$ cat src/design/bar_clk_pkg.sv
// Purpose: constants and carriers for window setup, slot id and clock gating registers
// Assumes: dword configuration access, byte enables per lane
// Notes:   offsets are byte addresses in configuration space
package bar_clk_pkg;
   localparam logic [7:0]  OFS_MEM0_SETUP    = 8'h9C;
   localparam logic [7:0]  OFS_SLOT_IDENT    = 8'hA0;
   localparam logic [7:0]  OFS_CLK_GATING    = 8'hA4;
   localparam logic [7:0]  SLOT_CAP_CODE     = 8'h04;
   localparam logic [7:0]  SLOT_NEXT_LINK    = 8'hB0;
   localparam logic [18:0] RST_SIZE_MASK     = 19'h7_FFFF;
   localparam logic [1:0]  RST_ADDR_TYPE     = 2'h0;
   localparam logic        RST_PREFETCH      = 1'b0;
   localparam logic [1:0]  ADDR_TYPE_32      = 2'h0;
   localparam logic [1:0]  ADDR_TYPE_64      = 2'h1;
   localparam logic [1:0]  SLOT_CLK_STOP     = 2'h3;
   localparam logic [1:0]  PWR_STATE_D3      = 2'h3;
   localparam int          POS_ADDR_TYPE     = 1;
   localparam int          POS_PREFETCH      = 3;
   localparam int          POS_SIZE_MASK     = 12;
   localparam int          POS_WIN_ENABLE    = 31;
   localparam int          POS_SLOT_NUM      = 16;
   localparam int          POS_FIRST_CHASSIS = 21;
   localparam int          POS_CHASSIS       = 24;
   localparam int          POS_DEV1_CLK      = 8;
   localparam int          POS_DEV2_CLK      = 9;
   localparam int          POS_SELF_CLK      = 10;
   localparam int          POS_STOP_STATUS   = 13;
   localparam int          POS_STOP_ENABLE   = 14;
   localparam int          POS_STOP_MODE     = 15;

   typedef struct packed {
      logic        rd;
      logic        wr;
      logic [7:0]  addr;
      logic [3:0]  byte_en;
      logic [31:0] wdata;
   } cfg_req_t;

   typedef struct packed {
      logic [1:0] slot3;
      logic [1:0] slot2;
      logic [1:0] slot1;
      logic [1:0] slot0;
      logic       dev1_stop;
      logic       dev2_stop;
      logic       self_stop;
      logic       stop_enable;
      logic       stop_mode;
   } clk_ctrl_t;
endpackage

$ cat src/design/bridge_bar_setup_and_clock_ctrl.sv
// What this block does
// (RULE_01) window type selector reads 0, memory space, resets to 0
// (RULE_02) address type 00 32-bit, 01 64-bit; prefetch bit; both reset 0
// (RULE_03) size mask bits make base bits writable; resets to all ones
// (RULE_04) window enable resets to 1 and stays 1 when written zero
// (RULE_05) default 4KB size: upper twenty base bits read as ones
// (RULE_06) slot slot_ident_cap_code byte is read-only 04h
// (RULE_07) slot capability next pointer is read-only B0h
// (RULE_08) slot clock fields run for 00/01/10, code 11 stops low
// (RULE_09) device clock bits: 0 runs, 1 stops low; reset 0
// (RULE_10) bridge clock bit acts only in forward mode; 1 stops low
// (RULE_11) read-only status bit 13 shows secondary clock stopped
// (RULE_12) enabled mode 0 stops secondary clock only in D3hot
// (RULE_13) mode 1 stops clock when bus idle and no primary requests
// (RULE_14) translated base bits used follow configured size mask
// (RULE_15) D3hot taken from power state code 11
// (RULE_16) writes to read-only and reserved bits ignored; reserved read 0
// (RULE_17) slot number, first-in-chassis, chassis are plain storage, reset 0
//
// Purpose: configuration registers at 9Ch, A0h, A4h and clock output gating
// Assumes: configuration reads answered combinationally, same cycle
// Notes:   secondary bus status inputs come from core logic on mclk_in
`timescale 1ns/10ps
`default_nettype none
module bridge_bar_setup_and_clock_ctrl
   import bar_clk_pkg::*;
(
   input  wire logic        mclk_in,
   input  wire logic        rst_in,
   input  wire cfg_req_t    cfg_req_in,
   output logic [31:0]      cfg_rdata_out,
   input  wire logic        forward_mode_in,
   input  wire logic [1:0]  power_state_in,
   input  wire logic        sec_bus_idle_in,
   input  wire logic        primary_req_pending_in,
   input  wire logic        sec_clock_in,
   output logic [18:0]      base_size_mask_out,
   output logic             mem0_prefetch_out,
   output logic [1:0]       mem0_addr_type_out,
   output logic             slot0_clock_output_out,
   output logic             slot1_clock_output_out,
   output logic             slot2_clock_output_out,
   output logic             slot3_clock_output_out,
   output logic             device1_clock_output_out,
   output logic             device2_clock_output_out,
   output logic             bridge_self_clock_output_out,
   output logic             sec_clock_stopped_out
);

   function automatic logic [7:0] merge_byte(input logic [7:0] old_v,
                                             input logic [7:0] new_v,
                                             input logic       en);
      merge_byte = en ? new_v : old_v;
   endfunction

   logic [1:0]  addr_type_ff;
   logic [1:0]  nxt_addr_type;
   logic        prefetch_ff;
   logic        nxt_prefetch;
   logic [18:0] size_mask_ff;
   logic [18:0] nxt_size_mask;
   logic [4:0]  slot_num_ff;
   logic [4:0]  nxt_slot_num;
   logic        first_chassis_ff;
   logic        nxt_first_chassis;
   logic [7:0]  chassis_ff;
   logic [7:0]  nxt_chassis;
   clk_ctrl_t   clk_ctrl_ff;
   clk_ctrl_t   nxt_clk_ctrl;
   logic        stop_status_ff;
   logic        nxt_stop_status;

   wire logic        sel_setup = cfg_req_in.addr == OFS_MEM0_SETUP;
   wire logic        sel_slot  = cfg_req_in.addr == OFS_SLOT_IDENT;
   wire logic        sel_clk   = cfg_req_in.addr == OFS_CLK_GATING;
   wire logic        wr_setup  = cfg_req_in.wr && sel_setup;
   wire logic        wr_slot   = cfg_req_in.wr && sel_slot;
   wire logic        wr_clk    = cfg_req_in.wr && sel_clk;
   wire logic [3:0]  be        = cfg_req_in.byte_en;

   // old register images used for byte merging
   wire logic [31:0] setup_img;
   wire logic [31:0] slot_img;
   wire logic [31:0] clk_img;
   wire logic [31:0] setup_new;
   wire logic [31:0] slot_new;
   wire logic [31:0] clk_new;

   assign setup_img = {1'b1, size_mask_ff, 8'h00, prefetch_ff, addr_type_ff, 1'b0}; // RULE_01 RULE_04
   assign slot_img  = {chassis_ff, 2'b00, first_chassis_ff, slot_num_ff,
                       SLOT_NEXT_LINK, SLOT_CAP_CODE}; // RULE_06 RULE_07
   assign clk_img   = {16'h0000, clk_ctrl_ff.stop_mode, clk_ctrl_ff.stop_enable,
                       stop_status_ff, 2'b00, clk_ctrl_ff.self_stop,
                       clk_ctrl_ff.dev2_stop, clk_ctrl_ff.dev1_stop,
                       clk_ctrl_ff.slot3, clk_ctrl_ff.slot2,
                       clk_ctrl_ff.slot1, clk_ctrl_ff.slot0}; // RULE_11 RULE_16

   genvar g;
   generate
      for (g = 0; g < 4; g++) begin : g_merge
         assign setup_new[g*8 +: 8] = merge_byte(setup_img[g*8 +: 8],
                                                 cfg_req_in.wdata[g*8 +: 8], be[g]);
         assign slot_new[g*8 +: 8]  = merge_byte(slot_img[g*8 +: 8],
                                                 cfg_req_in.wdata[g*8 +: 8], be[g]);
         assign clk_new[g*8 +: 8]   = merge_byte(clk_img[g*8 +: 8],
                                                 cfg_req_in.wdata[g*8 +: 8], be[g]);
      end
   endgenerate

   // only writable fields are taken from a write; the rest are rebuilt
   assign nxt_addr_type     = wr_setup ? setup_new[POS_ADDR_TYPE +: 2] : addr_type_ff; // RULE_02
   assign nxt_prefetch      = wr_setup ? setup_new[POS_PREFETCH] : prefetch_ff; // RULE_02
   assign nxt_size_mask     = wr_setup ? setup_new[POS_SIZE_MASK +: 19] : size_mask_ff; // RULE_03
   assign nxt_slot_num      = wr_slot ? slot_new[POS_SLOT_NUM +: 5] : slot_num_ff; // RULE_17
   assign nxt_first_chassis = wr_slot ? slot_new[POS_FIRST_CHASSIS] : first_chassis_ff; // RULE_17
   assign nxt_chassis       = wr_slot ? slot_new[POS_CHASSIS +: 8] : chassis_ff; // RULE_17

   always_comb begin
      nxt_clk_ctrl = clk_ctrl_ff;
      if (wr_clk) begin
         nxt_clk_ctrl.slot0       = clk_new[1:0]; // RULE_08
         nxt_clk_ctrl.slot1       = clk_new[3:2]; // RULE_08
         nxt_clk_ctrl.slot2       = clk_new[5:4]; // RULE_08
         nxt_clk_ctrl.slot3       = clk_new[7:6]; // RULE_08
         nxt_clk_ctrl.dev1_stop   = clk_new[POS_DEV1_CLK]; // RULE_09
         nxt_clk_ctrl.dev2_stop   = clk_new[POS_DEV2_CLK]; // RULE_09
         nxt_clk_ctrl.self_stop   = clk_new[POS_SELF_CLK]; // RULE_10
         nxt_clk_ctrl.stop_enable = clk_new[POS_STOP_ENABLE]; // RULE_12
         nxt_clk_ctrl.stop_mode   = clk_new[POS_STOP_MODE]; // RULE_12
      end
   end

   // secondary clock stop decision
   wire logic in_d3hot  = power_state_in == PWR_STATE_D3; // RULE_15
   wire logic stop_cond = clk_ctrl_ff.stop_enable &&
                          (clk_ctrl_ff.stop_mode ? (sec_bus_idle_in && !primary_req_pending_in)
                                                 : in_d3hot); // RULE_12 RULE_13
   assign nxt_stop_status = stop_cond;

   always_ff @(posedge mclk_in) begin
      if (rst_in) begin
         addr_type_ff     <= RST_ADDR_TYPE;
         prefetch_ff      <= RST_PREFETCH;
         size_mask_ff     <= RST_SIZE_MASK;
         slot_num_ff      <= 5'h00;
         first_chassis_ff <= 1'b0;
         chassis_ff       <= 8'h00;
         clk_ctrl_ff      <= '0;
         stop_status_ff   <= 1'b0;
      end else begin
         addr_type_ff     <= nxt_addr_type;
         prefetch_ff      <= nxt_prefetch;
         size_mask_ff     <= nxt_size_mask;
         slot_num_ff      <= nxt_slot_num;
         first_chassis_ff <= nxt_first_chassis;
         chassis_ff       <= nxt_chassis;
         clk_ctrl_ff      <= nxt_clk_ctrl;
         stop_status_ff   <= nxt_stop_status; // RULE_11
      end
   end

   // read mux; unmapped offsets read zero
   assign cfg_rdata_out = !cfg_req_in.rd ? 32'h0000_0000 :
                          sel_setup ? setup_img :
                          sel_slot  ? slot_img  :
                          sel_clk   ? clk_img   : 32'h0000_0000; // RULE_16 RULE_05

   assign base_size_mask_out = size_mask_ff; // RULE_14
   assign mem0_prefetch_out  = prefetch_ff;
   assign mem0_addr_type_out = addr_type_ff;
   assign sec_clock_stopped_out = stop_status_ff;

   wire logic sec_run = !stop_status_ff;
   assign slot0_clock_output_out   = sec_clock_in && sec_run && clk_ctrl_ff.slot0 != SLOT_CLK_STOP; // RULE_08
   assign slot1_clock_output_out   = sec_clock_in && sec_run && clk_ctrl_ff.slot1 != SLOT_CLK_STOP; // RULE_08
   assign slot2_clock_output_out   = sec_clock_in && sec_run && clk_ctrl_ff.slot2 != SLOT_CLK_STOP; // RULE_08
   assign slot3_clock_output_out   = sec_clock_in && sec_run && clk_ctrl_ff.slot3 != SLOT_CLK_STOP; // RULE_08
   assign device1_clock_output_out = sec_clock_in && sec_run && !clk_ctrl_ff.dev1_stop; // RULE_09
   assign device2_clock_output_out = sec_clock_in && sec_run && !clk_ctrl_ff.dev2_stop; // RULE_09
   assign bridge_self_clock_output_out = sec_clock_in && sec_run &&
                                         !(forward_mode_in && clk_ctrl_ff.self_stop); // RULE_10

   // checks
   a_type_reads_zero: assert property (@(posedge mclk_in) disable iff (rst_in) // RULE_01
      (cfg_req_in.rd && sel_setup)
      |-> cfg_rdata_out[0] == 1'b0)
      else $error("type selector not zero");

   a_enable_stays_one: assert property (@(posedge mclk_in) disable iff (rst_in) // RULE_04
      (cfg_req_in.rd && sel_setup)
      |-> cfg_rdata_out[POS_WIN_ENABLE])
      else $error("window enable dropped");

   a_addr_type_wr: assert property (@(posedge mclk_in) disable iff (rst_in) // RULE_02
      (wr_setup && be[0])
      |=> addr_type_ff == $past(cfg_req_in.wdata[2:1]))
      else $error("address type not stored");

   a_mask_default: assert property (@(posedge mclk_in) // RULE_03 RULE_05
      $fell(rst_in)
      |-> size_mask_ff == RST_SIZE_MASK)
      else $error("size mask not all ones after reset");

   a_cap_bytes: assert property (@(posedge mclk_in) disable iff (rst_in) // RULE_06 RULE_07
      (cfg_req_in.rd && sel_slot)
      |-> cfg_rdata_out[15:0] == 16'hB004)
      else $error("slot capability header wrong");

   a_slot_stop_low: assert property (@(posedge mclk_in) disable iff (rst_in) // RULE_08
      clk_ctrl_ff.slot2 == SLOT_CLK_STOP
      |-> !slot2_clock_output_out)
      else $error("slot clock not held low");

   a_dev_stop_low: assert property (@(posedge mclk_in) disable iff (rst_in) // RULE_09
      clk_ctrl_ff.dev1_stop
      |-> !device1_clock_output_out)
      else $error("device clock not held low");

   a_self_reverse: assert property (@(posedge mclk_in) disable iff (rst_in) // RULE_10
      (!forward_mode_in && sec_run)
      |-> bridge_self_clock_output_out == sec_clock_in)
      else $error("bridge clock gated in reverse mode");

   a_mode0_d3: assert property (@(posedge mclk_in) disable iff (rst_in) // RULE_12 RULE_15
      (clk_ctrl_ff.stop_enable && !clk_ctrl_ff.stop_mode && in_d3hot)
      |=> stop_status_ff)
      else $error("clock not stopped in D3hot");

   a_mode1_idle: assert property (@(posedge mclk_in) disable iff (rst_in) // RULE_13
      (clk_ctrl_ff.stop_enable && clk_ctrl_ff.stop_mode && !sec_bus_idle_in)
      |=> !stop_status_ff)
      else $error("clock stopped while bus busy");

   a_status_read: assert property (@(posedge mclk_in) disable iff (rst_in) // RULE_11 RULE_16
      (cfg_req_in.rd && sel_clk)
      |-> cfg_rdata_out[POS_STOP_STATUS] == stop_status_ff
          && cfg_rdata_out[31:16] == 16'h0000)
      else $error("clock status read wrong");

   a_chassis_store: assert property (@(posedge mclk_in) disable iff (rst_in) // RULE_17
      (wr_slot && be[3])
      |=> chassis_ff == $past(cfg_req_in.wdata[31:24]))
      else $error("chassis number not stored");

   a_prefetch_wr: assert property (@(posedge mclk_in) disable iff (rst_in) // RULE_02
      (wr_setup && be[0])
      |=> prefetch_ff == $past(cfg_req_in.wdata[3]))
      else $error("prefetch bit not stored");

   a_mask_wr_low: assert property (@(posedge mclk_in) disable iff (rst_in) // RULE_03
      (wr_setup && be[1])
      |=> size_mask_ff[3:0] == $past(cfg_req_in.wdata[15:12]))
      else $error("size mask low nibble not stored");

   a_mask_hold: assert property (@(posedge mclk_in) disable iff (rst_in) // RULE_03
      !wr_setup
      |=> size_mask_ff == $past(size_mask_ff))
      else $error("size mask changed without write");

   a_setup_rsvd: assert property (@(posedge mclk_in) disable iff (rst_in) // RULE_16
      (cfg_req_in.rd && sel_setup)
      |-> cfg_rdata_out[11:4] == 8'h00)
      else $error("setup reserved bits not zero");

   a_setup_mask_rd: assert property (@(posedge mclk_in) disable iff (rst_in) // RULE_03
      (cfg_req_in.rd && sel_setup)
      |-> cfg_rdata_out[30:12] == size_mask_ff)
      else $error("size mask read wrong");

   a_slot_rsvd: assert property (@(posedge mclk_in) disable iff (rst_in) // RULE_16
      (cfg_req_in.rd && sel_slot)
      |-> cfg_rdata_out[23:22] == 2'b00)
      else $error("slot reserved bits not zero");

   a_slot_num_wr: assert property (@(posedge mclk_in) disable iff (rst_in) // RULE_17
      (wr_slot && be[2])
      |=> slot_num_ff == $past(cfg_req_in.wdata[20:16]))
      else $error("slot number not stored");

   a_first_chassis: assert property (@(posedge mclk_in) disable iff (rst_in) // RULE_17
      (wr_slot && be[2])
      |=> first_chassis_ff == $past(cfg_req_in.wdata[21]))
      else $error("first in chassis not stored");

   a_clk_rsvd: assert property (@(posedge mclk_in) disable iff (rst_in) // RULE_16
      (cfg_req_in.rd && sel_clk)
      |-> cfg_rdata_out[12:11] == 2'b00)
      else $error("clock reserved bits not zero");

   a_unmapped_zero: assert property (@(posedge mclk_in) disable iff (rst_in) // RULE_16
      (cfg_req_in.rd && !sel_setup && !sel_slot && !sel_clk)
      |-> cfg_rdata_out == 32'h0000_0000)
      else $error("unmapped read not zero");

   a_idle_rd_zero: assert property (@(posedge mclk_in) disable iff (rst_in) // RULE_16
      !cfg_req_in.rd
      |-> cfg_rdata_out == 32'h0000_0000)
      else $error("read data without read");

   a_slot0_stop: assert property (@(posedge mclk_in) disable iff (rst_in) // RULE_08
      clk_ctrl_ff.slot0 == SLOT_CLK_STOP
      |-> !slot0_clock_output_out)
      else $error("slot0 clock not held low");

   a_slot1_stop: assert property (@(posedge mclk_in) disable iff (rst_in) // RULE_08
      clk_ctrl_ff.slot1 == SLOT_CLK_STOP
      |-> !slot1_clock_output_out)
      else $error("slot1 clock not held low");

   a_slot3_stop: assert property (@(posedge mclk_in) disable iff (rst_in) // RULE_08
      clk_ctrl_ff.slot3 == SLOT_CLK_STOP
      |-> !slot3_clock_output_out)
      else $error("slot3 clock not held low");

   a_slot_run: assert property (@(posedge mclk_in) disable iff (rst_in) // RULE_08
      (sec_run && clk_ctrl_ff.slot0 != SLOT_CLK_STOP)
      |-> slot0_clock_output_out == sec_clock_in)
      else $error("slot0 clock not running");

   a_dev2_stop: assert property (@(posedge mclk_in) disable iff (rst_in) // RULE_09
      clk_ctrl_ff.dev2_stop
      |-> !device2_clock_output_out)
      else $error("device2 clock not held low");

   a_self_fwd_stop: assert property (@(posedge mclk_in) disable iff (rst_in) // RULE_10
      (forward_mode_in && clk_ctrl_ff.self_stop)
      |-> !bridge_self_clock_output_out)
      else $error("bridge clock not held low");

   a_stopped_low: assert property (@(posedge mclk_in) disable iff (rst_in) // RULE_12 RULE_13
      stop_status_ff
      |-> !(slot0_clock_output_out || device1_clock_output_out || bridge_self_clock_output_out))
      else $error("clock running while stopped");

   a_stop_off: assert property (@(posedge mclk_in) disable iff (rst_in) // RULE_12
      !clk_ctrl_ff.stop_enable
      |=> !stop_status_ff)
      else $error("clock stopped with protocol off");

   a_mode0_awake: assert property (@(posedge mclk_in) disable iff (rst_in) // RULE_12
      (clk_ctrl_ff.stop_enable && !clk_ctrl_ff.stop_mode && !in_d3hot)
      |=> !stop_status_ff)
      else $error("clock stopped outside D3hot");

   a_mode1_stop: assert property (@(posedge mclk_in) disable iff (rst_in) // RULE_13
      (clk_ctrl_ff.stop_enable && clk_ctrl_ff.stop_mode
       && sec_bus_idle_in && !primary_req_pending_in)
      |=> stop_status_ff)
      else $error("clock not stopped on idle bus");

   a_mode1_pending: assert property (@(posedge mclk_in) disable iff (rst_in) // RULE_13
      (clk_ctrl_ff.stop_enable && clk_ctrl_ff.stop_mode && primary_req_pending_in)
      |=> !stop_status_ff)
      else $error("clock stopped with request pending");

endmodule
`default_nettype wire

$ cat config.mk
export PLATFORM = sky130hd
export DESIGN_NAME = bridge_bar_setup_and_clock_ctrl
export DESIGN_NICKNAME = d
export VERILOG_FILES = /design/src/design/bar_clk_pkg.sv /design/src/design/bridge_bar_setup_and_clock_ctrl.sv
export SDC_FILE = /design/constraint.sdc
export NUM_CORES = 1
export LEC_CHECK = 0
export BUFFER_PORTS_ARGS = -buffer_cell sky130_fd_sc_hd__clkbuf_2
export CORE_ASPECT_RATIO = 2
export CORE_MARGIN = 2
export CORE_UTILIZATION = 43
export DETAILED_ROUTE_END_ITERATION = 16
export GPL_TIMING_DRIVEN = 0
export PLACE_DENSITY_LB_ADDON = 0.2
export SLEW_MARGIN = 20
export SYNTH_ARGS = -nofsm -noshare
export SYNTH_HDL_FRONTEND = slang
export SYNTH_SLANG_ARGS = --single-unit
$ cat constraint.sdc
create_clock -name mclk_in -period 2.47 [get_ports mclk_in]
set_input_delay 0.1235 -clock mclk_in [delete_from_list [all_inputs] [get_ports mclk_in]]
set_output_delay 0.1235 -clock mclk_in [all_outputs]
set_load 0.02 [all_outputs]
Yosys cells after proc, flatten, opt, wreduce, memory -nomap -nowiden
Cells that the tools add are included.
{"block": "totals", "out_inout_bits": 62, "in_bits": 54, "reg_bits": 50}
{"block": "op_classes", "reduce_logical": 27, "eq_ne": 8, "n_mux": 5}
{"operator": "$mux W32", "count": 3}
{"operator": "$eq A8 B8 Y1 const B", "count": 3}
{"operator": "$mux W16", "count": 1}
{"operator": "$reduce_and A2 Y1", "count": 8}
{"operator": "$logic_and A1 B1 Y1", "count": 14}
{"operator": "$ne A2 B2 Y1 const B", "count": 4}
{"operator": "$logic_not A1 Y1", "count": 5}
{"operator": "$eq A2 B2 Y1 const B", "count": 1}
{"operator": "$mux W1", "count": 1}

Logic depth before layout (Yosys ltp)
Gate-level depths: netlist (run 1).
{"block": "depth", "depth_word": 5, "mapped_depth": 6}

Least setup slack after synthesis (run 1)
OpenSTA, ideal clock, no wires.
{"block": "synth_timing", "kind": "input port to output port", "from": "input cfg_req_in[42] in the netlist's numbering", "to": "output cfg_rdata_out[12]", "setup_slack_ns": 1.001, "arrival_ns": 1.346, "cell_stages": 4, "required_ns": 2.346, "cell_sequence": "nor4b_4 -> buf_6 -> o21ai_0 -> nor3b_1"}
{"block": "synth_between", "elab_chain_len": 4}
{"element": "from (decl)", "line": "bridge_bar_setup_and_clock_ctrl.sv:30", "rtl": "input wire cfg_req_t cfg_req_in,"}
{"element": "$eq A8 B8 Y1", "line": "bridge_bar_setup_and_clock_ctrl.sv:74", "rtl": "wire logic sel_slot = cfg_req_in.addr == OFS_SLOT_IDENT;"}
{"element": "$mux W32", "line": "bridge_bar_setup_and_clock_ctrl.sv:165", "rtl": "sel_slot ? slot_img :"}
{"element": "$mux W32 (*)", "line": "bridge_bar_setup_and_clock_ctrl.sv:164", "rtl": "sel_setup ? setup_img :"}
{"element": "$mux W32 (*)", "line": "bridge_bar_setup_and_clock_ctrl.sv:163", "rtl": "assign cfg_rdata_out = !cfg_req_in.rd ? 32'h0000_0000 :"}
{"element": "to (decl)", "line": "bridge_bar_setup_and_clock_ctrl.sv:31", "rtl": "output logic [31:0] cfg_rdata_out,"}
Every way passes the cells marked *; elsewhere a longest branch is shown, timed or not.

Worst setup path in the final report (run 1)
{"block": "layout_timing", "from": "input cfg_req_in[38] in the netlist's numbering", "to": "output cfg_rdata_out[27]"}
Same word-level chain as after synthesis.

==> results of run 1 <==
==> per-stage QoR <==
step	setup slack [ps]	cell area (µm²)	util, %	hold slack [ps]	cells
CTS	666	3490	58.1	65.5	476
finish	684	3490	58.1	63.1	476
global route	594	3490	58.1	81.0	476
detailed placement	679	3320	55.4	375	468
global placement	678	3320	55.4	371	468
floorplan	1000	2690	-	279	293
==> sequential cells by signal, summed over array words and instances, names as in the netlist <==
register,count
slot_num_ff,5
clk_ctrl_ff,13
first_chassis_ff,1
chassis_ff,8
sec_clock_stopped_out,1
base_size_mask_out,19
mem0_addr_type_out,2
mem0_prefetch_out,1
==> cells by family after synthesis <==
family,synth area share (%)
flip-flops,37.3
other,0.140
buffers and inverters,5.36
multiplexers,18.3
AND/OR/NAND/NOR,31.0
AO/OA/AOI/OAI,7.97
==> path summary, 6_finish.rpt <==
path	cells past startpoint	end	from	slack (ps)
worst max-delay path	6	cfg_rdata_out[27]	cfg_req_in[38]	680
worst min-delay path	3	clk_ctrl_ff[12]$_SDFFE_PP0P_	cfg_req_in[7]	60
worst max register to register	2	sec_clock_stopped_out$_SDFF_PP0_	clk_ctrl_ff[0]$_SDFFE_PP0P_	1770
worst min register to register	2	chassis_ff[0]$_SDFFE_PP0P_	chassis_ff[0]$_SDFFE_PP0P_	480
==> layout by cell type (no fill, tap or decap), types with 2 or more instances in the layout <==
cell and n:
nand4_1 2, buf_4 5, mux2i_1 49, a21boi_0 3, nor2_1 40, buf_2 4, nand2b_1 58, clkbuf_16 5
a21oi_1 10, o31ai_1 3, buf_6 4, and2_1 9, nor3b_1 2, dfxtp_1 50, a22o_1 13, nand3b_1 2
nand3_1 9, and3_1 3, clkbuf_1 12, clkbuf_2 112, and4_1 6
==> layout make-up <==
| cell class | instances | area (µm²) | area share, % |
|---|---|---|---|
| multi-input combinational | 219 | 1540 | 44.1 |
| timing repair buffer | 112 | 561 | 16.1 |
| sequential | 50 | 1000 | 28.7 |
| clock inverter | 2 | 37.5 | 1.08 |
| buffer | 24 | 144 | 4.12 |
| tap | 63 | 78.8 | 2.26 |
| clock buffer | 6 | 129 | 3.69 |
==> metal layers <==
metal | vias up | wire, µm | global-route usage, %
met5 | - | 0 | 0
met4 | 0 | 197 | 10.8
met3 | 16 | 334 | 4.80
met2 | 73 | 4450 | 43.6
met1 | 1177 | 2750 | 22.5
li1 | 1245 | - | -
==> where the power goes <==
part | internal, mW | switching (mW)
clock | 0.479 | 0.314
sequential | 0.806 | 0.000401
combinational | 0.0722 | 0.0882
==> critical path: cells and delay by family <==
kind            cells  cell delay (ps)
compound gates      1              190
buf+inv             3              550
simple gates        2              790
==> flow_summary.toml, run 1 <==
[layout]
nets = 466
final.fill_count = 545
drive_gt1_share_pct = 32.7
num_antenna_cells = 0
area_delta_synth_final_pct = 30.0

[pwr]
p_leak_nw = 1.58
powerDensity_nw_per_um2 = 504
worst_ir_drop_vdd_mv = 0.450
power_mw = 1.76

[floorplan]
io_pins = 116
initial_core_util_pct = 44.7
die_area_um2 = 6930
num_rows = 40
die_y_um = 116
fp.coreArea_um2 = 6010
die_w_um = 59.9

[yosys]
syn_area_um2 = 2690
syn-instance-count = 293
ys_async_sr_fraction_pct = 0
yosysSeqAreaShare_pct = 37.3
synth-edff-count = 0
yosysWarnings = 0
ys.flop_type = "dfxtp_1"
yosys-top-cells-count = "nand2b_1, dfxtp_1, mux2i_1"
synth_top_cell_by_area = "dfxtp_1"
synth_area_leaders = "dfxtp_1, mux2i_1, nand2b_1"
syn_nets = 347
synth.most_common_cell = "nand2b_1"
synthDistinctLibCells = 29
avgSynthCellArea_um2 = 9.16
yosysTopAreaCellShare_pct = 37.3
ys_ff_latch = 50

[place]
place_hpwl_um = 6070
place_congestion = 0.813
io_buffers = 112

[cts]
cts_buffers = 5
clk_latency_ps = 290
ctsHoldBuffers = 0
cts-htree-levels = 2
root_buffer = "clkbuf_16"
cts_setup_buffers = 0
clk_pin_slew_ps = 70
cts_tree = "done"
cts_resized = 0
clockBufferDepth = 2
cts.sinks = 50

[worst_setup_path]
crit_type = "in2out"
path_cells = "clkbuf_2 > nor4b_2 > and3_1 > buf_2 > a22o_1 > clkbuf_2"
cp.required_ps = 2350
start_kind = "input pin"
cpMostUsedCell = "clkbuf_2"
cp-end-kind = "output pin"
critical_path_arrival_ps = 1660
slowest_stage = "nor4b_2"
path_max_fanout = 10
cpPeakStageDelay_ps = 480

[run_status]
status = "finished clean"

[detailed_routing]
wirelength_um = 7730
ant_nets = 0
route.detailed.drc = 0
firstDrtPassIters = 4
post_drt_wl_per_cell_um = 16.2
viasPerCell = 5.28
dr_total_vias = 2511
initialDrtViolationCount = 68

[sta]
hold_viol = 0
max_clock_freq_mhz = 560
fin_crit_ps = 1790
worst_pin_slew_ps = 570
fin_skew_ps = 0.829
rsz0062_at_grt = "false"
slew_violations = 0
slew_headroom_pct = 61.6
tns_ps = 0
fin_crit_sh_pct = 72.3
finalSetupViolCount = 0

[global_routing]
grt_pass1_vias = 2565
grt_pass1_wl_um = 11900
grt_max_degree = 16
antenna_found_initial = 0
grt_usage_pct = 23.0
gr-total-overflow = 0

[min_path]
hp-class = "in2reg"

[run]
drv_cap = 0
Power figures use the tool's default switching activity.
==> run 2, diff against run 1 <==
--- a/config.mk
+++ b/config.mk
@@ -5,6 +5,7 @@
 export SDC_FILE = /design/constraint.sdc
 export NUM_CORES = 1
 export LEC_CHECK = 0
+export ABC_AREA = 1
 export BUFFER_PORTS_ARGS = -buffer_cell sky130_fd_sc_hd__clkbuf_2
 export CORE_ASPECT_RATIO = 2
 export CORE_MARGIN = 2
==> constraint.sdc (replaced) <==
create_clock -name mclk_in -period 1.84 [get_ports mclk_in]
set_input_delay 0.092 -clock mclk_in [delete_from_list [all_inputs] [get_ports mclk_in]]
set_output_delay 0.092 -clock mclk_in [all_outputs]
set_load 0.02 [all_outputs]
==> run 2 against run 1 <==
Net effect: via count is 26% higher; clock skew is 0.54 ps lower; global-route usage is 1.8 points higher; routed wire length is 12% higher; critical path type unchanged.
==> flow_summary.toml, run 2 <==
[sta]
tns_ps = 0
fin_crit_sh_pct = 80.0
slew_headroom_pct = 59.0
max_clock_freq_mhz = 680
slew_violations = 0
finalSetupViolCount = 0
fin_crit_ps = 1470
worst_pin_slew_ps = 614
rsz0062_at_grt = "false"
hold_viol = 0
fin_skew_ps = 0.293

[detailed_routing]
firstDrtPassIters = 4
route.detailed.drc = 0
dr_total_vias = 3171
initialDrtViolationCount = 139
post_drt_wl_per_cell_um = 13.6
viasPerCell = 4.99
ant_nets = 0
wirelength_um = 8660

[global_routing]
grt_pass1_vias = 2855
grt_max_degree = 16
antenna_found_initial = 0
gr-total-overflow = 0
grt_pass1_wl_um = 13100
grt_usage_pct = 24.9

[worst_setup_path]
critical_path_arrival_ps = 1380
path_cells = "buf_2 > inv_1 > clkbuf_1 > a21oi_1 > clkbuf_2"
cp-end-kind = "output pin"
crit_family = "buffers and inverters"
crit_type = "in2out"
ff2ff_path_depth = 2
start_kind = "input pin"
cpPeakStageDelay_ps = 530
cp_num_cells = 5
ff2ff_setup_slack_ps = 1130
path_max_fanout = 10
cp.required_ps = 1750
path_buf_inv = 4
slowest_stage = "clkbuf_1"

[yosys]
synth-edff-count = 0
syn_area_um2 = 2750
synthDistinctLibCells = 24
synth_area_leaders = "dfxtp_1, nand2_1, nor2_1"
syn_nets = 486
yosysWarnings = 0
ys_async_sr_fraction_pct = 0
syn-instance-count = 432
avgSynthCellArea_um2 = 6.37
synth_top_cell_by_area = "dfxtp_1"
yosysTopAreaCellShare_pct = 36.3
synth.most_common_cell = "nand2_1"
yosys-top-cells-count = "nand2_1, nor2_1, dfxtp_1"
ys.flop_type = "dfxtp_1"
yosysSeqAreaShare_pct = 36.3
ys_ff_latch = 50

[cts]
clk_pin_slew_ps = 60
cts_tree = "done"
cts_resized = 0
cts.sinks = 50
clockBufferDepth = 2
cts_setup_buffers = 0
ctsHoldBuffers = 0
clk_latency_ps = 290
cts_buffers = 5
root_buffer = "clkbuf_16"
cts-htree-levels = 2

[floorplan]
die_area_um2 = 7100
die_w_um = 60.6
initial_core_util_pct = 44.0
fp.coreArea_um2 = 6260
io_pins = 116
num_rows = 41
die_y_um = 117

[pwr]
worst_ir_drop_vdd_mv = 0.676
powerDensity_nw_per_um2 = 665
p_leak_nw = 1.79

[layout]
area_delta_synth_final_pct = 29.8
multi_input_area_um2 = 1420
mostFrequentLayoutCell = "clkbuf_2"
largest_register_ff_count = 19
final.fill_count = 678
ff_latch_area_um2 = 1000
fin_area_um2 = 3570
utilization_pct = 57.1
final_cell_mix = "clkbuf_2, nand2_1, nor2_1"
final_cells = 635
drive_gt1_share_pct = 27.1
nets = 602
num_antenna_cells = 0

[run]
drv_cap = 0

[place]
dp.cells = 627
io_buffers = 109
place_hpwl_um = 6760
post_dp_cell_area_um2 = 3410
place_congestion = 0.891

[min_path]
min_path_cells = 3
hp-class = "in2reg"

[run_status]
status = "finished clean"
-- run 2: per-stage QoR --
stage	power [mW]	setup WS [ps]	hold slack [ps]
after global routing	2.45	307	49.1
final	2.38	368	32.7
after floorplan	1.24	700	237
after detailed placement	1.35	374	342
after CTS	2.39	387	32.9
after global placement	1.35	379	331
-- run 2: worst paths after layout --
| path | from | to |
|---|---|---|
| hold / removal | sec_bus_idle_in | sec_clock_stopped_out$_SDFF_PP0_ |
| setup reg to reg | clk_ctrl_ff[1]$_SDFFE_PP0P_ | sec_clock_stopped_out$_SDFF_PP0_ |
| setup / recovery | cfg_req_in[45] | cfg_rdata_out[24] |
| hold reg to reg | clk_ctrl_ff[1]$_SDFFE_PP0P_ | sec_clock_stopped_out$_SDFF_PP0_ |
-- run 2: kinds of logic (layout without fill, tap and decap cells) --
group	count (synthesis)	after routing	synth area share, %
and+or+nand+nor	279	279	45.7
DFF	50	50	36.3
AOI/OAI and AO/OA	30	30	5.68
other	1	1	0.136
buffers and inverters	72	189	12.1
-- run 2: tightest hold or removal path, stage by stage --
cell	delay (ps)
clkbuf_2	80
nand2_1	50
a211oi_1	60
-- run 2: per-layer routing --
metal | GRT usage (%) | wire (µm) | vias up
met1 | 24.6 | 3060 | 1443
li1 | - | - | 1596
met5 | 0 | 0 | -
met4 | 12.3 | 313 | 0
met3 | 3.63 | 465 | 20
met2 | 47.5 | 4830 | 112
-- run 2: cell type report --
cell class / count / share of cell area [%]
Sequential cell: 50 / 28.0
Tap cell: 86 / 3.01
Multi-Input combinational cell: 310 / 39.7
Clock buffer: 6 / 3.61
Clock inverter: 2 / 1.05
Buffer: 26 / 4.52
Timing Repair Buffer: 109 / 15.3
Inverter: 46 / 4.83
-- run 2: power breakdown --
part | switching (mW) | leakage [nW] | internal (mW)
Clock | 0.412 | 0.0771 | 0.642
Combinational | 0.159 | 1.31 | 0.0806
Sequential | 0.000959 | 0.403 | 1.08
Total | 0.571 | 1.79 | 1.81
==> run 3, diff against run 2 <==
==> constraint.sdc (replaced) <==
create_clock -name mclk_in -period 1.4 [get_ports mclk_in]
set_input_delay 0.07 -clock mclk_in [delete_from_list [all_inputs] [get_ports mclk_in]]
set_output_delay 0.07 -clock mclk_in [all_outputs]
set_load 0.02 [all_outputs]
==> run 3 against run 2 <==
Net effect: hold slack got worse by 21 ps; routed wire length increased by 0.44%; via count increased by 0.44%; die area unchanged; critical endpoint is now cfg_rdata_out[3]; non-clock buffer count increased by 2; highest routed layer unchanged; clock skew about the same.
==> flow_summary.toml, run 3 (same netlist as run 2, synthesis figures left out) <==
[floorplan]
fp.coreArea_um2 = 6260
initial_core_util_pct = 44.0
die_y_um = 117
die_w_um = 60.6
num_rows = 41
die_area_um2 = 7100
io_pins = 116

[detailed_routing]
route.detailed.drc = 0
firstDrtPassIters = 5
wirelength_um = 8700
dr_total_vias = 3185
ant_nets = 0
viasPerCell = 5.00
post_drt_wl_per_cell_um = 13.7
initialDrtViolationCount = 152

[min_path]
hp-class = "in2reg"
worstHoldStart = "sec_bus_idle_in"
min_to = "sec_clock_stopped_out$_SDFF_PP0_"
min_path_cells = 3

[global_routing]
antenna_found_initial = 0
gr-total-overflow = 0
grt_pass1_wl_um = 13100
grt_usage_pct = 24.9
grt_max_degree = 16
grt_pass1_vias = 2855

[layout]
final_cell_mix = "clkbuf_2, nand2_1, nor2_1"
drive_gt1_share_pct = 27.8
nets = 604
mostFrequentLayoutCell = "clkbuf_2"
final_cells = 637
ff_latch_area_um2 = 1000
area_delta_synth_final_pct = 30.4
final.fill_count = 674
num_antenna_cells = 0
fin_area_um2 = 3590
multi_input_area_um2 = 1420
utilization_pct = 57.4
largest_register_ff_count = 19

[worst_setup_path]
crit_family = "simple AND/OR/NAND/NOR gates"
start_kind = "input pin"
ff2ff_setup_slack_ps = 690
cp.required_ps = 1330
r2r-end = "sec_clock_stopped_out$_SDFF_PP0_"
path_cells = "clkbuf_2 > inv_2 > nor2_2 > nand2_4 > nor2_4 > buf_6 > nand2_1 > a21oi_1 > clkbuf_2"
path_buf_inv = 4
slowest_stage = "nor2_4"
crit_type = "in2out"
critical_path_arrival_ps = 1230
cpPeakStageDelay_ps = 230
ff2ff_path_depth = 2
cp-end-kind = "output pin"
cpMostUsedCell = "clkbuf_2"
path_max_fanout = 10
rr_startpoint = "clk_ctrl_ff[1]$_SDFFE_PP0P_"

[sta]
tns_ps = 0
fin_skew_ps = 0.357
hold_ws_ps = 11.2
finalSetupViolCount = 0
rsz0062_at_grt = "false"
fin_crit_sh_pct = 92.6
max_clock_freq_mhz = 771
setup_ws_ps = 103
fin_crit_ps = 1300
slew_violations = 0
slew_headroom_pct = 60.4
hold_viol = 0
worst_pin_slew_ps = 594

[pwr]
power.share.combinational_pct = 10.1
worst_ir_drop_vdd_mv = 0.888
p_int_mw = 2.37
power.switching_mw = 0.747
power_mw = 3.12
pwr-share-seq_pct = 45.6
powerDensity_nw_per_um2 = 869
p_sw_share_pct = 23.9
p_leak_nw = 1.80
pwr-share-clk_pct = 44.2

[cts]
cts.sinks = 50
clockBufferDepth = 2
clk_latency_ps = 290
root_buffer = "clkbuf_16"
cts_buffers = 5
cts-htree-levels = 2
clk_pin_slew_ps = 60
ctsHoldBuffers = 0
cts_tree = "done"

[place]
place_congestion = 0.891
io_buffers = 109
pre_cts_ws_ps = -21.8
place_hpwl_um = 6760
dp.cells = 627
post_dp_cell_area_um2 = 3410

[run_status]
status = "finished clean"

[run]
drv_cap = 0
==> run 3: repair_timing <==
item,4_1_cts,5_1_grt
pin swaps,0,1
cloned,0,0
gates resized for setup,1,2
setup buffers,0,2
endpoints found under the setup margin,1,5
==> run 3: routing by layer <==
metal,GRT usage (%),part of all wire [%]
met5,0,0
met4,12.3,3.5
met3,3.63,6.0
met2,47.5,55
met1,24.6,35
==> run 3: final cells by class <==
cell class,instances,share of cell area (%)
Multi-Input combinational cell,310,39.6
Inverter,46,4.81
Sequential cell,50,27.9
Clock buffer,6,3.59
Tap cell,86,3.00
Clock inverter,2,1.04
Timing Repair Buffer,111,15.6
Buffer,26,4.53
==> run 3: tightest hold or removal path, cell delays in order <==
cell and delay, ps:
clkbuf_2 80, nand2_1 50, a211oi_1 60
==> run 3: worst max-delay path by stage <==
| stage | startpoint | end | slack (ps) | cells past startpoint |
|---|---|---|---|---|
| floorplan | cfg_req_in[37] | cfg_rdata_out[1] | 300 | 6 |
| global placement | cfg_req_in[45] | cfg_rdata_out[24] | -20 | 5 |
| detailed placement | cfg_req_in[45] | cfg_rdata_out[24] | -20 | 5 |
| CTS | cfg_req_in[39] | cfg_rdata_out[10] | 60 | 8 |
| global route | cfg_req_in[41] | cfg_rdata_out[24] | 5 | 9 |
| finish | cfg_req_in[43] | cfg_rdata_out[3] | 100 | 9 |
==> run 3: power by group through the flow <==
stage	clock [mW]	combinational [mW]	sequential, mW
3_3_place_gp	0	0.311	1.46
5_1_grt	1.45	0.349	1.42
6_report	1.38	0.317	1.42
4_1_cts	1.40	0.315	1.42
3_5_place_dp	0	0.314	1.46
2_1_floorplan	0	0.171	1.46
